### src/nand_status_regs.svh
// offsets, field positions, opcodes and timing counts of the status and protect block
`ifndef NAND_STATUS_REGS_SVH
`define NAND_STATUS_REGS_SVH

// status byte field positions
`define ST_BUSY      0
`define ST_WEL       1
`define ST_EFAIL     2
`define ST_PFAIL     3
`define ST_ECC_LO    4
`define ST_ECC_HI    5
`define ST_LUTF      6
`define ST_RSVD      7
// status-read address selecting this register (upper nibble)
`define SR3_ADDR_HI  4'hc

// instruction codes
`define OP_RESET     8'hff
`define OP_RDSR      8'h0f
`define OP_RDSR_ALT  8'h05
`define OP_WREN      8'h06
`define OP_WRDI      8'h04
`define OP_REMAP     8'ha1
`define OP_JEDEC     8'h9f
`define OP_ERASE     8'hd8
`define OP_PEXEC     8'h10
`define OP_PREAD     8'h13
`define OP_READ      8'h03
`define OP_FREAD     8'h0b

// cumulative ecc codes
`define ECC_CLEAN    2'b00
`define ECC_CORR     2'b01
`define ECC_UNCORR   2'b10
`define ECC_MULTI    2'b11

`define REMAP_LINKS  5'd20
`define PAGE_W       16
`define BLK_LSB      6
`define PROT_ALL_MIN 4'ha

// power-up busy time
`define MCLK_MHZ     50
`define POWERUP_NS   1000
`define POWERUP_CYC  ((`POWERUP_NS * `MCLK_MHZ + 999) / 1000)
`define PWR_CNT_W    8

`endif

### src/nand_status_pkg.sv
// types shared by the status and protect block
package nand_status_pkg;

    typedef enum logic [1:0] {ph_pwrup, ph_ready, ph_run} phase_t;

    typedef enum logic [2:0] {
        op_none, op_page_read, op_program, op_erase, op_remap, op_cont_read
    } op_kind_t;

    typedef struct packed {
        logic [1:0]  sclk_s;
        logic [1:0]  cs_s;
        logic [1:0]  di_s;
        logic        sclk_d;
        logic        cs_d;
        logic [2:0]  bitc;
        logic [2:0]  nbyte;
        logic [7:0]  rx;
        logic [7:0]  opcode;
        logic [15:0] addr;
        logic        ignored;
        logic        sr_sel;
        logic [7:0]  tx;
        logic        do_q;
        logic        do_oe_n;
        phase_t      phase;
        logic [7:0]  pwr_cnt;
        op_kind_t    run_kind;
        logic        write_enable_latch;
        logic        efail;
        logic        pfail;
        logic [1:0]  ecc;
        logic [4:0]  links;
        logic        op_start;
        op_kind_t    op_kind;
        logic [15:0] op_page;
    } state_t;

endpackage

### src/protect_range_decode.sv
// decodes top/bottom and block-protect size into a hit on one page address
`include "nand_status_regs.svh"
module protect_range_decode #(
    parameter int page_w  = `PAGE_W,
    parameter int blk_lsb = `BLK_LSB
) (
    input  wire logic              top_bottom_select, // 1 protects the bottom end
    input  wire logic [3:0]        protect_size,      // protect size code
    input  wire logic [page_w-1:0] page_address,      // page to check
    output logic                   protected_hit      // page lies in protected area
);
    localparam int blk_w = page_w - blk_lsb;
    localparam logic [blk_w:0] one = (blk_w + 1)'(1);

    logic [blk_w:0] blk;
    logic [blk_w:0] span;

    always_comb begin
        blk = {1'b0, page_address[page_w-1:blk_lsb]};
        span = one << protect_size;
        if (protect_size == 4'h0) begin
            protected_hit = 1'b0;
        end else if (protect_size >= `PROT_ALL_MIN) begin
            protected_hit = 1'b1;
        end else if (top_bottom_select) begin
            protected_hit = blk < span;
        end else begin
            protected_hit = blk >= ((one << blk_w) - span);
        end
    end
endmodule

### src/nand_status_and_block_protect.sv
// status flags, instruction gating and array protect of one serial nand die
// Operation
// - twenty remap links, full flag blocks more
// - code 00 when no correction needed
// - code 01 when 1-4 bits corrected
// - code 10 for one uncorrectable page
// - code 11 only in continuous read
// - ecc bits cleared by reset command
// - fail flags set on failure or protection
// - fail flags cleared at program/erase/reset
// - write-enable instruction sets the latch
// - latch cleared by disable, program, erase, page read
// - busy during power-up and internal operations
// - busy ignores all but status, id reads
// - busy clears when operation completes
// - reserved bits ignored, read as zero
// - size codes protect doubling block span
// - codes 101x, 11xx protect everything
// - program/erase on protected area ignored
// - buffer bit selects buffer or continuous
`include "nand_status_regs.svh"
module nand_status_and_block_protect
    import nand_status_pkg::*;
#(
    parameter logic [7:0]  mfr_id = 8'h5a,    // arbitrary value
    parameter logic [15:0] dev_id = 16'h1234  // arbitrary value
) (
    input  wire logic        mclk,              // block clock
    input  wire logic        nrst,              // async reset, active low
    input  wire logic        spi_sclk,          // serial clock from host
    input  wire logic        spi_cs_n,          // chip select, active low
    input  wire logic        spi_di,            // serial data in
    output logic             spi_do,            // serial data out
    output logic             spi_do_oe_n,       // data out enable, active low
    input  wire logic        op_done,           // array engine finished
    input  wire logic        op_fail,           // finished operation failed
    input  wire logic        ecc_page_done,     // one page checked by ecc
    input  wire logic [1:0]  ecc_page_class,    // clean, corrected, uncorrectable
    input  wire logic        ecc_enable,        // ecc engine on
    input  wire logic        buf_mode,          // 1 buffer read, 0 continuous
    input  wire logic        otp_access,        // commands target otp area
    input  wire logic        otp_locked,        // otp area locked
    input  wire logic        top_bottom_select, // protect bottom end when 1
    input  wire logic        protect_size_bit3, // protect size code bit 3
    input  wire logic        protect_size_bit2, // protect size code bit 2
    input  wire logic        protect_size_bit1, // protect size code bit 1
    input  wire logic        protect_size_bit0, // protect size code bit 0
    output logic             op_start,          // start pulse to array engine
    output op_kind_t         op_kind,           // operation to run
    output logic [15:0]      op_page            // page address of operation
);
    state_t      st;
    state_t      next_st;
    logic        busy;
    logic        lutf;
    logic        hit;
    logic        sclk_rise;
    logic        sclk_fall;
    logic        cs_fall;
    logic        cs_rise;
    logic        frame_ok;
    logic        read_ok;
    logic        exec_reset;
    logic        exec_wren;
    logic        prot_attempt;
    logic        byte0_done;
    logic        sel;
    logic [7:0]  status;
    logic [7:0]  rx_nx;

    protect_range_decode #(
        .page_w  (`PAGE_W),
        .blk_lsb (`BLK_LSB)
    ) u_protect (
        .top_bottom_select (top_bottom_select),
        .protect_size      ({protect_size_bit3, protect_size_bit2,
                             protect_size_bit1, protect_size_bit0}),
        .page_address      (st.addr),
        .protected_hit     (hit)
    );

    assign busy       = st.phase != ph_ready;
    assign lutf       = st.links == `REMAP_LINKS;
    assign sclk_rise  = st.sclk_s[1] & ~st.sclk_d;
    assign sclk_fall  = ~st.sclk_s[1] & st.sclk_d;
    assign cs_fall    = ~st.cs_s[1] & st.cs_d;
    assign cs_rise    = st.cs_s[1] & ~st.cs_d;
    // write-type commands act only on a byte boundary
    assign frame_ok   = cs_rise && !st.ignored && st.bitc == 3'd0 && st.nbyte != 3'd0;
    assign rx_nx      = {st.rx[6:0], st.di_s[1]};
    assign byte0_done = !st.cs_s[1] && sclk_rise && st.bitc == 3'd7 && st.nbyte == 3'd0;
    assign read_ok    = rx_nx == `OP_RDSR || rx_nx == `OP_RDSR_ALT || rx_nx == `OP_JEDEC;
    assign exec_reset = frame_ok && st.opcode == `OP_RESET;
    assign exec_wren  = frame_ok && st.opcode == `OP_WREN;
    assign prot_attempt = frame_ok && st.opcode == `OP_PEXEC && st.nbyte >= 3'd4
                          && st.write_enable_latch && (hit || (otp_access && otp_locked));

    always_comb begin
        status = 8'h00;
        status[`ST_BUSY]   = busy;
        status[`ST_WEL]    = st.write_enable_latch;
        status[`ST_EFAIL]  = st.efail;
        status[`ST_PFAIL]  = st.pfail;
        status[`ST_ECC_LO] = st.ecc[0];
        status[`ST_ECC_HI] = st.ecc[1];
        status[`ST_LUTF]   = lutf;
        status[`ST_RSVD]   = 1'b0;
    end

    always_comb begin
        next_st = st;
        sel = st.sr_sel;
        next_st.sclk_s = {st.sclk_s[0], spi_sclk};
        next_st.cs_s = {st.cs_s[0], spi_cs_n};
        next_st.di_s = {st.di_s[0], spi_di};
        next_st.sclk_d = st.sclk_s[1];
        next_st.cs_d = st.cs_s[1];
        next_st.op_start = 1'b0;
        if (cs_fall) begin
            next_st.bitc = 3'd0;
            next_st.nbyte = 3'd0;
            next_st.ignored = 1'b0;
            next_st.tx = 8'h00;
        end
        if (!st.cs_s[1] && sclk_rise) begin
            next_st.rx = rx_nx;
            next_st.bitc = st.bitc + 3'd1;
            if (st.bitc == 3'd7) begin
                if (st.nbyte != 3'd7) begin
                    next_st.nbyte = st.nbyte + 3'd1;
                end
                if (st.nbyte == 3'd0) begin
                    next_st.opcode = rx_nx;
                    if (busy && !read_ok) begin
                        next_st.ignored = 1'b1;
                    end
                end else begin
                    next_st.addr = {st.addr[7:0], rx_nx};
                end
                // status bytes repeat live for as long as the host clocks
                if (st.nbyte != 3'd0 && (st.opcode == `OP_RDSR || st.opcode == `OP_RDSR_ALT)) begin
                    if (st.nbyte == 3'd1) begin
                        sel = rx_nx[7:4] == `SR3_ADDR_HI;
                    end
                    next_st.sr_sel = sel;
                    next_st.tx = sel ? status : 8'h00;
                    next_st.do_oe_n = 1'b0;
                end
                if (st.nbyte != 3'd0 && st.opcode == `OP_JEDEC) begin
                    case (st.nbyte)
                        3'd1: next_st.tx = mfr_id;
                        3'd2: next_st.tx = dev_id[15:8];
                        3'd3: next_st.tx = dev_id[7:0];
                        default: next_st.tx = 8'h00;
                    endcase
                    next_st.do_oe_n = 1'b0;
                end
            end
        end
        if (!st.cs_s[1] && sclk_fall) begin
            next_st.do_q = st.tx[7];
            next_st.tx = {st.tx[6:0], 1'b0};
        end
        if (cs_rise) begin
            next_st.do_oe_n = 1'b1;
        end
        if (frame_ok) begin
            case (st.opcode)
                `OP_WREN: next_st.write_enable_latch = 1'b1;
                `OP_WRDI: next_st.write_enable_latch = 1'b0;
                `OP_RESET: begin
                    next_st.ecc = `ECC_CLEAN;
                    next_st.pfail = 1'b0;
                    next_st.efail = 1'b0;
                end
                `OP_PEXEC, `OP_ERASE: begin
                    if (st.nbyte >= 3'd4) begin
                        next_st.pfail = 1'b0;
                        next_st.efail = 1'b0;
                        next_st.write_enable_latch = 1'b0;
                        if (st.write_enable_latch) begin
                            if (st.opcode == `OP_PEXEC && (hit || (otp_access && otp_locked))) begin
                                next_st.pfail = 1'b1;
                            end else if (st.opcode == `OP_ERASE && (hit || otp_access)) begin
                                next_st.efail = 1'b1;
                            end else begin
                                next_st.op_start = 1'b1;
                                next_st.op_kind = st.opcode == `OP_PEXEC ? op_program : op_erase;
                            end
                        end
                    end
                end
                `OP_PREAD: begin
                    if (st.nbyte >= 3'd4) begin
                        next_st.write_enable_latch = 1'b0;
                        next_st.ecc = `ECC_CLEAN;
                        next_st.op_start = 1'b1;
                        next_st.op_kind = op_page_read;
                    end
                end
                `OP_REMAP: begin
                    if (st.nbyte >= 3'd5 && !lutf) begin
                        next_st.op_start = 1'b1;
                        next_st.op_kind = op_remap;
                    end
                end
                `OP_READ, `OP_FREAD: begin
                    if (!buf_mode) begin
                        next_st.ecc = `ECC_CLEAN;
                        next_st.op_start = 1'b1;
                        next_st.op_kind = op_cont_read;
                    end
                end
                default: ;
            endcase
        end
        if (next_st.op_start) begin
            next_st.op_page = st.addr;
            next_st.run_kind = next_st.op_kind;
            next_st.phase = ph_run;
        end
        case (st.phase)
            ph_pwrup: begin
                if (st.pwr_cnt == `PWR_CNT_W'(`POWERUP_CYC - 1)) begin
                    next_st.phase = ph_ready;
                end else begin
                    next_st.pwr_cnt = st.pwr_cnt + `PWR_CNT_W'(1);
                end
            end
            ph_run: begin
                if (op_done) begin
                    next_st.phase = ph_ready;
                    if (op_fail && st.run_kind == op_program) begin
                        next_st.pfail = 1'b1;
                    end
                    if (op_fail && st.run_kind == op_erase) begin
                        next_st.efail = 1'b1;
                    end
                    if (!op_fail && st.run_kind == op_remap && !lutf) begin
                        next_st.links = st.links + 5'd1;
                    end
                end
            end
            ph_ready: ;
            default: next_st.phase = ph_ready;
        endcase
        // events come last so a set wins over a clear in the same cycle
        if (ecc_page_done && ecc_enable) begin
            case (ecc_page_class)
                `ECC_CORR: if (st.ecc == `ECC_CLEAN) next_st.ecc = `ECC_CORR;
                `ECC_UNCORR: begin
                    if (st.ecc[1] && !buf_mode && st.run_kind == op_cont_read) begin
                        next_st.ecc = `ECC_MULTI;
                    end else if (st.ecc != `ECC_MULTI) begin
                        next_st.ecc = `ECC_UNCORR;
                    end
                end
                default: ;
            endcase
        end
    end

    always_ff @(posedge mclk or negedge nrst) begin
        if (!nrst) begin
            st <= '0;
            st.cs_s <= 2'b11;
            st.cs_d <= 1'b1;
            st.do_oe_n <= 1'b1;
        end else begin
            st <= next_st;
        end
    end

    assign spi_do      = st.do_q;
    assign spi_do_oe_n = st.do_oe_n;
    assign op_start    = st.op_start;
    assign op_kind     = st.op_kind;
    assign op_page     = st.op_page;
endmodule

### config.mk
export PLATFORM = sky130hd
export DESIGN_NAME = nand_status_and_block_protect
export DESIGN_NICKNAME = d
export VERILOG_FILES = /design/src/nand_status_pkg.sv /design/src/protect_range_decode.sv /design/src/nand_status_and_block_protect.sv
export VERILOG_INCLUDE_DIRS = /design/src
export SDC_FILE = /design/constraint.sdc
export NUM_CORES = 1
export LEC_CHECK = 0
export ABC_AREA = 1
export ABC_CLOCK_PERIOD_IN_PS = 2800
export BUFFER_PORTS_ARGS = -buffer_cell sky130_fd_sc_hd__buf_4
export CAP_MARGIN = 20
export CORE_ASPECT_RATIO = 0.75
export CORE_MARGIN = 2
export CORE_UTILIZATION = 30
export CTS_CLUSTER_SIZE = 16
export DETAILED_ROUTE_END_ITERATION = 10
export HOLD_SLACK_MARGIN = 0.15
export PLACE_DENSITY = 0.54
export SETUP_SLACK_MARGIN = 0.4
export SLEW_MARGIN = 20
export SYNTH_ARGS = -nofsm -noshare
export SYNTH_HDL_FRONTEND = slang
export SYNTH_HIERARCHICAL = 1
export SYNTH_SLANG_ARGS = --single-unit
### constraint.sdc
create_clock -name mclk -period 2.8 [get_ports mclk]
set_input_delay 0.42 -clock mclk [delete_from_list [all_inputs] [get_ports mclk]]
set_output_delay 0.42 -clock mclk [all_outputs]
set_load 0.005 [all_outputs]
==> reports/summary.txt, run 1 <==
Status: finished with violations
Violations in the final reports: negative setup slack
Row cnt: 43
CP endpoint kind: register
Critical path peak fanout: 9
Net switching power: 835 uW
Clock slew at reported path FFs: 80 ps
Netlist cell types: 43
Worst EP required: 3040 ps
Largest net degree at the start of global routing: 55
Via count of the first global-routing pass: 4,283
Startpoint types: input port
Most common cell in the netlist: nand2_1
Net Sw Frac: 26.9%
Fraction of the mapped netlist area in adder cells: 7.64%
Num CTS Buffers: 9
Post-synthesis xor/xnor area fraction: 1.83%
Flops & latches, synth: 100
Worst R2R Path Depth: 21
All-layer global routing usage: 13.9%
First-pass GRT wire length: 22,000 microns
Post-DP HPWL: 10,000 microns
DR vias: 4,541
PortBufs: 40
Mux cell area share after synthesis: 0%
Starting Density: 30.8%
Number of flops mapped to enable cells by yosys: 0
Die area: 20,200 sq um
Mapped cell area: 5730 sq um
Setup WS pre-CTS: -437 ps
Finished Cell Area: 7020 sq um
Endpoints failing setup: 4
Main flop type after synthesis: dfrtp_1
CTS tree: yes
DR pass1 iterations: 5
Max cap viols: 0
Yosys synthesis warning count: 6
ANT nets after route: 0
WL/cell: 12.9 microns
Synth Area in Compound Gates: 9.14%
GRT overflow: 0
Num Clock Sinks: 100
Share of cells above drive strength 1: 25.0%
P&R area growth vs syn: 22.5%
Simple-gate share of the synthesized area: 27.5%
Final Util: 37.7%
Fmax: 355 MHz
Initial antenna violation count: 0
Kind of critical path: input port to register
Area leader, netlist: dfrtp_1
Share of the synthesized area in the top cell type: 41.9%
Clock root buffer: clkbuf_16
Arr. time, crit path: 3050 ps
CTS H-tree depth: 3
Hold Path Depth: 1
Post-synth top cells: 191 x nand2_1, 96 x dfrtp_1, 84 x inv_1
DRC: 0
Comb pwr share: 8.7%
Horiz. Die Dim: 164 microns
RSZ-0062 raised after global routing: yes
Final worst setup slack: -16.1 ps
IR drop worst, VDD: 307 uV
Maximum clock path buffer count: 2
Syn_area_per_cell: 7.96 sq um
Core area: 18,600 sq um
Leak: 0.00350 uW
WL final: 13,300 microns
Drt initial violations: 224
Worst-Margin Slew: 699 ps
Worst-Skew Late Latency: 350 ps
Total negative setup slack: -41.9 ps
Synth area leaders: dfrtp_1 42%, nand2_1 13%, ha_1 7.6%
Clk pwr share: 41.2%
Max-slew violation count: 0
Tcrit/Tclk final: 101%
Sequential power share: 50.1%
Largest family of logic cells by synthesized area: simple AND/OR/NAND/NOR gates
Nets: 837
Post-route insts no fill: 1,035
Via-to-Cell Ratio: 4.39
DP Area: 6420 sq um
FFs w/ async S/R, synth: 100%
# diodes: 0
Slew margin rel.: 53.4%
Hold Path Class: input port to register
Fin crit period: 2820 ps
Top Ports: 41
Cells after Synth: 720
Register area share after synthesis: 43.7%
Power Density: 441 nW/um^2
Syn Nets: 774
Dpl cells: 1,008
Chip Height: 124 microns
Setup Skew: 8.64 ps
Final Hold Viols: 0
Int Power: 2270 uW
GPL Wtd Cong: 0.823
## critical path, stage by stage
cell	delay [ps]
buf_8	100
inv_4	50
nor2_4	30
nand2_2	70
ha_4	140
inv_4	40
a21oi_2	100
nand3_2	100
xor2_2	150
ha_1	320
nand2_1	70
nand2_1	60
a21oi_2	100
nand2_1	60
nand2_1	50
nand3_1	60
nand2_1	60
nand3_1	60
nand2_1	70
inv_2	40
or2_4	240
nand2_4	80
nand3_4	70
nand2_4	90
nand2_8	110
clkbuf_16	190
nand2_1	50
nand3_1	50
## cells by family (layout without fill, tap and decap cells)
family,after synthesis,after routing
and+or+nand+nor,350,350
buffers and inverters,128,196
DFF,100,100
AOI/OAI and AO/OA,95,95
adders and majority gates,35,35
xor gates and xnor gates,12,12
## through the flow
stage	hold slack [ps]	power, uW
6_report	170	3100
5_1_grt	151	3250
4_1_cts	156	3130
3_5_place_dp	339	1840
3_3_place_gp	333	1840
2_1_floorplan	124	1710
## routing by layer
metal	part of all wire (%)	global-route usage [%]	routed length, microns	vias to the layer above
met5	0	0	0	-
met1	58	22.1	7720	2056
met3	3.8	2.66	510	9
met2	38	19.1	5010	71
li1	-	-	-	2405
met4	0.68	2.96	91	0
## timing repair
action | CTS | global route
hold buffers | 1 | 0
pin swaps | 5 | 9
setup endpoints to repair | 27 | 27
gates cloned | 1 | 2
endpoints found under the hold margin | 15 | 0
buffers inserted | 5 | 2
gates resized for setup | 22 | 29
## cell type report
cell class	instances	area (sq um)
clock inverter	6	68.8
fill	2004	11600
sequential	100	2510
tap	247	309
inverter	99	379
clock buffer	10	239
multi-input combinational	492	2820
timing repair buffer	81	704
## cell usage in the layout (no fill, tap or decap), types with 11 or more instances in the layout
master | synthesis | final
a21oi_1 | 19 | 17
inv_1 | 84 | 79
inv_2 | 14 | 16
o21ai_0 | 51 | 44
dfrtp_1 | 96 | 96
nor2_1 | 60 | 56
clkbuf_16 | 0 | 11
nand3_1 | 38 | 35
nand2_2 | 21 | 30
buf_4 | 20 | 71
ha_1 | 35 | 34
nand2_1 | 191 | 177
## power by group through the flow
| stage | sequential, uW | clock, uW | combinational, uW |
|---|---|---|---|
| 3_5_place_dp | 1580 | 0 | 259 |
| 5_1_grt | 1560 | 1380 | 312 |
| 4_1_cts | 1550 | 1310 | 266 |
| 2_1_floorplan | 1560 | 0 | 146 |
| 3_3_place_gp | 1580 | 0 | 258 |
| 6_report | 1550 | 1280 | 270 |
## flip-flops by register name, summed over array words and instances (netlist names)
signal,flops
op_page,16
next_st,5
op_kind,3
rx_nx,8
spi_do,1
op_start,1
spi_do_oe_n,1
st,65
## path summary, 6_finish.rpt
check | endpoint | start | slack, ps
setup reg to reg | op_page[3]$_DFFE_PN0P_ | st[67]$_DFFE_PN0P_ | 280
hold / removal | next_st[98]$_DFF_PN1_ | spi_cs_n | 170
hold reg to reg | rx_nx[0]$_DFF_PN0_ | next_st[96]$_DFF_PN0_ | 360
setup / recovery | st[41]$_DFF_PN0_ | protect_size_bit0 | -20
max in group asynchronous | st[72]$_DFFE_PN0P_ | nrst | 1390
min in group asynchronous | next_st[100]$_DFF_PN0_ | nrst | 630
No activity file was read; power rests on OpenSTA's default activity.
==> run 2: changes to the inputs <==
Settings changed: REMOVE_ABC_BUFFERS set to 1, SLEW_MARGIN 20 to unset.
==> run 2 against run 1 <==
Against the previous run: the flow still finishes with violations (negative setup slack); via count is 2.1% higher; register-to-register slack about the same; maximum frequency fell by 4.1%; clock skew increased by 3.2 ps; critical path type unchanged; sequential cell count did not move; clock power rose by 3%; core utilization increased by 0.80 points; count of clock-buffer cells in the layout grew 1; highest routed layer unchanged; non-clock buffer count increased by 8; critical endpoint is now op_page[15]$_DFFE_PN0P_.
==> reports/summary.txt, run 2 (synthesis gave the netlist of run 1 again) <==
Status: finished with violations (unchanged)
Violations in the final reports: negative setup slack (unchanged)
Commonest non-fill, non-tap cells in the layout: 172 x nand2_1, 96 x dfrtp_1, 80 x inv_1 (was 177 x nand2_1, 96 x dfrtp_1, 79 x inv_1)
CP dominant cell by count: nand2_2 (was nand2_1)
Slew margin rel.: 61.6% (was 53.4%)
Worst hold margin: 171 ps (was 170 ps)
Via count of the first global-routing pass: 4,518 (was 4,283)
Num CTS Buffers: 9 (unchanged)
Worst EP required: 3040 ps (about the same)
RSZ-0062 raised after global routing: yes (unchanged)
Top Ports: 41 (unchanged)
Met1 GRT Util: 22.1% (about the same)
Largest register by flop count: st (unchanged)
Initial antenna violation count: 0 (unchanged)
Endpoints failing setup: 23 (was 4)
Max stage delay cell, worst path: ha_1 (unchanged)
Clock slew at reported path FFs: 70 ps (was 80 ps)
WL final: 13,500 microns (was 13,300 microns)
Met3 usage: 2.60% (was 2.66%)
CP endpoint kind: register (unchanged)
IR drop worst, VDD: 303 uV (was 307 uV)
Final Util: 38.5% (was 37.7%)
Kind of critical path: input port to register (unchanged)
PortBufs: 40 (unchanged)
Worst-Skew Late Latency: 350 ps (about the same)
Power Density: 440 nW/um^2 (was 441 nW/um^2)
Maximum clock path buffer count: 2 (unchanged)
All-layer global routing usage: 14.2% (was 13.9%)
Critical path peak fanout: 5 (was 9)
Clock root buffer: clkbuf_16 (unchanged)
Post-DP HPWL: 9930 microns (was 10,000 microns)
DR vias: 4,635 (was 4,541)
Tcrit/Tclk final: 105% (was 101%)
WL/cell: 13.0 microns (was 12.9 microns)
CTS tree: yes (unchanged)
Dpl cells: 1,013 (was 1,008)
GR peak layer: met1 (unchanged)
GRT overflow: 0 (unchanged)
Nets: 846 (was 837)
Setup Skew: 11.8 ps (was 8.64 ps)
Die area: 20,200 sq um (unchanged)
Via-to-Cell Ratio: 4.44 (was 4.39)
Worst path max stage delay: 300 ps (was 320 ps)
Max cap viols: 0 (unchanged)
Delay-heaviest family, CP: simple AND/OR/NAND/NOR gates (unchanged)
Startpoint types: input port (unchanged)
CTS H-tree depth: 3 (unchanged)
Final Hold Viols: 0 (unchanged)
Fin crit period: 2940 ps (was 2820 ps)
Arr. time, crit path: 3170 ps (was 3050 ps)
Post-route insts no fill: 1,044 (was 1,035)
Reg2reg setup slack: 270 ps (was 280 ps)
Chip Height: 124 microns (unchanged)
Leak: 0.00358 uW (was 0.00350 uW)
Share of cells above drive strength 1: 27.0% (was 25.0%)
Drt initial violations: 312 (was 224)
P&R area growth vs syn: 25.1% (was 22.5%)
Largest net degree at the start of global routing: 59 (was 55)
Horiz. Die Dim: 164 microns (unchanged)
Starting Density: 30.8% (unchanged)
Worst-Margin Slew: 577 ps (was 699 ps)
Row cnt: 43 (unchanged)
Max FFs per register: 65 (unchanged)
Routing usage on met2: 20.1% (was 19.1%)
Bufs and invs on worst path: 6 (was 5)
DRC: 0 (unchanged)
Final worst setup slack: -136 ps (was -16.1 ps)
DR pass1 iterations: 4 (was 5)
Num Clock Sinks: 100 (unchanged)
Core area: 18,600 sq um (unchanged)
Commonest non-fill, non-tap cell in the layout: nand2_1 (unchanged)
GPL Wtd Cong: 0.813 (was 0.823)
Max-slew violation count: 0 (unchanged)
Hold Path Class: input port to register (unchanged)
First-pass GRT wire length: 22,700 microns (was 22,000 microns)
ANT nets after route: 0 (unchanged)
Fmax: 341 MHz (was 355 MHz)
# diodes: 0 (unchanged)
[run 2: report_power, final]
part / internal (uW) / switching (uW) / total, uW
Combinational: 122 / 161 / 283
Clock: 753 / 568 / 1320
Sequential: 1500 / 57.7 / 1550
[run 2: routing by layer]
metal  routed length (microns)  part of all wire (%)  up-vias
met5                         0                     0        -
met4                       135                   1.0        0
met3                       610                   4.5        9
met2                      5210                    38       68
met1                      7570                    56     2133
li1                          -                     -     2425
[run 2: cell type report]
class	instances	area (sq um)
fill	1926	11400
multi-input combinational	493	2860
sequential	100	2510
timing repair buffer	89	786
inverter	99	392
tap	247	309
clock buffer	11	253
clock inverter	5	66.3
[run 2: worst paths after layout]
check	from	to	cells after the start
worst max-delay path	protect_size_bit0	op_page[15]$_DFFE_PN0P_	28
worst min-delay path	spi_sclk	next_st[100]$_DFF_PN0_	1
worst max register to register	st[63]$_DFFE_PN0P_	op_page[15]$_DFFE_PN0P_	19
worst min register to register	next_st[96]$_DFF_PN0_	rx_nx[0]$_DFF_PN0_	0
max in group asynchronous	nrst	spi_do_oe_n$_DFFE_PN1P_	3
min in group asynchronous	nrst	next_st[100]$_DFF_PN0_	2
[run 2: repair_timing]
| item | 4_1_cts | 5_1_grt |
|---|---|---|
| setup endpoints to repair | 27 | 27 |
| pin swaps | 14 | 23 |
| endpoints found under the hold margin | 41 | 0 |
| resized for setup | 37 | 45 |
| buffers inserted | 6 | 4 |
| cloned | 1 | 3 |
| hold buffers | 1 | 0 |
[run 2: through the flow]
step	area [sq um]	worst slack (ps)	TNS, ps	power [uW]
2_1_floorplan	5520	-517	-11230	1700
3_3_place_gp	6420	-564	-13630	1830
3_5_place_dp	6420	-736	-16950	1840
4_1_cts	6930	-27.1	-146	3180
5_1_grt	7170	-320	-7040	3310
6_report	7170	-136	-2320	3160
==> run 3: changes to the inputs <==
Settings changed: REMOVE_ABC_BUFFERS 1 to unset, SYNTH_HIERARCHICAL 1 to unset.
==> run 3 against run 2 <==
Against the previous run: area after synthesis decreased by 2.7%; power fell by 0.92%; combinational power increased by 5%; cell count is 1.9% lower; sequential power barely moved; the run still ends with negative setup slack left; largest power group unchanged; largest cell class unchanged.
==> reports/summary.txt, run 3 <==
Status: finished with violations (unchanged)
Violations in the final reports: negative setup slack (unchanged)
Largest register by flop count: st (unchanged)
Sequential power share: 49.7% (was 49.2%)
P&R area growth vs syn: 25.1% (about the same)
Worst path max stage delay: 180 ps (was 300 ps)
# diodes: 0 (unchanged)
Die area: 19,700 sq um (was 20,200 sq um)
Post-DP HPWL: 9650 microns (was 9930 microns)
Horiz. Die Dim: 161 microns (was 164 microns)
Synth area leaders: dfrtp_1 43%, nand2_1 12%, ha_1 7.8% (was dfrtp_1 42%, nand2_1 13%, ha_1 7.6%)
Arr. time, crit path: 3250 ps (was 3170 ps)
Area taken by multi-input logic gates: 2650 sq um (was 2860 sq um)
Drt initial violations: 265 (was 312)
Syn_area_per_cell: 8.01 sq um (was 7.96 sq um)
Share of cells above drive strength 1: 22.4% (was 27.0%)
Post-route insts no fill: 1,024 (was 1,044)
Number of flops mapped to enable cells by yosys: 0 (unchanged)
Fin crit period: 3020 ps (was 2940 ps)
CP dominant cell by count: nand2_1 (was nand2_2)
Comb pwr share: 9.5% (was 9.0%)
Max-slew violation count: 0 (unchanged)
Hold Path Depth: 1 (unchanged)
Slew margin rel.: 36.5% (was 61.6%)
CTS H-tree depth: 3 (unchanged)
Power Density: 448 nW/um^2 (was 440 nW/um^2)
Dpl cells: 990 (was 1,013)
Register area share after synthesis: 44.9% (was 43.7%)
Max stage delay cell, worst path: nor3_4 (was ha_1)
Starting Density: 30.4% (was 30.8%)
Chip Height: 122 microns (was 124 microns)
Yosys synthesis warning count: 0 (was 6)
Fmax: 331 MHz (was 341 MHz)
Worst-Skew Late Latency: 350 ps (about the same)
Critical path peak fanout: 8 (was 5)
Post-synth top cells: 172 x nand2_1, 96 x dfrtp_1, 89 x inv_1 (was 191 x nand2_1, 96 x dfrtp_1, 84 x inv_1)
Clock slew at reported path FFs: 70 ps (about the same)
Clock root buffer: clkbuf_16 (unchanged)
Nets: 826 (was 846)
Worst hold margin: 175 ps (was 171 ps)
Leak: 0.00349 uW (was 0.00358 uW)
Via count of the first global-routing pass: 4,247 (was 4,518)
WL/cell: 12.8 microns (was 13.0 microns)
Setup Skew: 10.4 ps (was 11.8 ps)
Main flop type after synthesis: dfrtp_1 (unchanged)
Area leader, netlist: dfrtp_1 (unchanged)
Syn Nets: 751
Worst R2R Start: st[75]$_DFFE_PN0P_ (was st[63]$_DFFE_PN0P_)
Core area: 18,300 sq um (was 18,600 sq um)
ANT nets after route: 0 (unchanged)
Worst R2R Path Depth: 17 (was 19)
Startpoint types: input port (unchanged)
Commonest non-fill, non-tap cell in the layout: nand2_1 (unchanged)
Max FFs per register: 65 (unchanged)
Reg2reg setup slack: 280 ps (was 270 ps)
Endpoints failing setup: 25 (was 23)
Kind of critical path: input port to register (unchanged)
Initial antenna violation count: 0 (unchanged)
First-pass GRT wire length: 21,600 microns (was 22,700 microns)
RSZ-0062 raised after global routing: yes (unchanged)
All-layer global routing usage: 13.9% (was 14.2%)
Worst EP required: 3030 ps (was 3040 ps)
Hold Path Origin: spi_sclk (unchanged)
Cells after Synth: 697 (was 720)
GPL Wtd Cong: 0.847 (was 0.813)
Num Clock Sinks: 100 (unchanged)
Flops & latches, synth: 100 (unchanged)
Largest net degree at the start of global routing: 75 (was 59)
Hold endpoint: next_st[100]$_DFF_PN0_ (unchanged)
Storage element area: 2510 sq um (unchanged)
Max cap viols: 0 (unchanged)
Top Ports: 41 (unchanged)
Maximum clock path buffer count: 2 (unchanged)
Final Hold Viols: 0 (unchanged)
PortBufs: 40 (unchanged)
GRT overflow: 0 (unchanged)
DR pass1 iterations: 4 (unchanged)
Mapped cell area: 5580 sq um (was 5730 sq um)
Worst-Margin Slew: 945 ps (was 577 ps)
Int Power: 2330 uW (was 2370 uW)
Worst flop-to-flop path endpoint: st[30]$_DFFE_PN0P_ (was op_page[15]$_DFFE_PN0P_)
DRC: 0 (unchanged)
IR drop worst, VDD: 229 uV (was 303 uV)
Net Sw Frac: 25.7% (was 24.9%)
Final worst setup slack: -222 ps (was -136 ps)
Tcrit/Tclk final: 108% (was 105%)
CTS tree: yes (unchanged)
Most common cell in the netlist: nand2_1 (unchanged)
Num CTS Buffers: 9 (unchanged)
Netlist cell types: 45 (was 43)
FFs w/ async S/R, synth: 100% (unchanged)
Share of the synthesized area in the top cell type: 43.0% (was 41.9%)
DR vias: 4,518 (was 4,635)
WL final: 13,100 microns (was 13,500 microns)
Commonest non-fill, non-tap cells in the layout: 151 x nand2_1, 96 x dfrtp_1, 85 x inv_1 (was 172 x nand2_1, 96 x dfrtp_1, 80 x inv_1)
CP endpoint kind: register (unchanged)
Clk pwr share: 40.9% (was 41.8%)
Via-to-Cell Ratio: 4.41 (was 4.44)
Net switching power: 804 uW (was 787 uW)
Row cnt: 43 (unchanged)
Filler instances: 1,843 (was 1,926)
Hold Path Class: input port to register (unchanged)
==> run 3: cell count changes in the layout (fill, tap and decap cells not counted), moves of 7 or more <==
| cell | before | now |
|---|---|---|
| nor3_1 | 3 | 10 |
| nand2_2 | 38 | 19 |
| nor2_4 | 12 | 3 |
| nand2_1 | 172 | 151 |
| nor2_1 | 53 | 62 |
| nor2_2 | 9 | 2 |
==> run 3: worst max path at each step <==
stage | to | slack [ps] | cells past startpoint | from
after floorplan | st[30]$_DFFE_PN0P_ | -330 | 31 | protect_size_bit1
after detailed placement | op_page[15]$_DFFE_PN0P_ | -630 | 31 | protect_size_bit1
after CTS | st[41]$_DFF_PN0_ | -160 | 31 | protect_size_bit1
after global placement | op_page[4]$_DFFE_PN0P_ | -560 | 31 | protect_size_bit1
final | op_page[5]$_DFFE_PN0P_ | -220 | 34 | protect_size_bit2
after global routing | op_page[10]$_DFFE_PN0P_ | -450 | 34 | protect_size_bit2
==> run 3: routing by layer <==
layer	vias up	track usage, %	wire [microns]
li1	2378	-	-
met1	2046	22.2	7430
met5	-	0	0
met4	0	3.46	116
met2	82	18.7	4970
met3	12	2.83	556
==> run 3: timing repair <==
| item | 4_1_cts | 5_1_grt |
|---|---|---|
| resized for setup | 10 | 44 |
| endpoints found under the hold margin | 22 | 0 |
| setup buffers | 10 | 5 |
| pin swaps | 1 | 15 |
| hold buffers | 1 | 0 |
| endpoints found under the setup margin | 27 | 34 |
| cloned | 0 | 2 |
==> run 3: cell families (layout without fill, tap and decap cells) <==
family,Yosys count,in the layout,share of synthesized area (%)
simple gates,306,306,23.0
buf+inv,132,212,10.8
compound gates,108,108,10.9
flops,100,100,44.9
fa+ha+maj,35,35,7.85
xor+xnor,16,16,2.51
==> run 3: area by class of cell <==
class	count	share of cell area, %
repair buffers	95	11.7
repair inverters	1	0.233
clock buffers	9	3.23
inverters	100	5.56
clock inverters	7	1.08
well taps	247	4.43
flip-flops and latches	100	35.9
multi-input cells	465	37.9
==> run 3: power groups by stage <==
stage	clock network [uW]	registers, uW	logic, uW
after floorplan	0	1560	163
after global placement	0	1580	280
after detailed placement	0	1580	282
after CTS	1310	1550	293
after global routing	1380	1560	341
final	1280	1550	296
==> run 3: through the flow <==
step           setup TNS (ps)  util [%]  area [sq um]  total power, uW  setup WS (ps)
2_1_floorplan           -5800         -          5620             1730           -329
5_1_grt                -10680      38.0          6980             3290           -452
4_1_cts                 -2960      36.7          6730             3160           -164
6_report                -4610      38.0          6980             3130           -222
3_3_place_gp           -13280      34.4          6310             1860           -563
3_5_place_dp           -14800      34.4          6310             1860           -625
==> run 3: critical path, delay by kind of cell <==
kind            cells  cell delay (ps)
simple gates       21             1600
compound gates      1               60
buf+inv            11             1040
fa+ha+maj           1              140
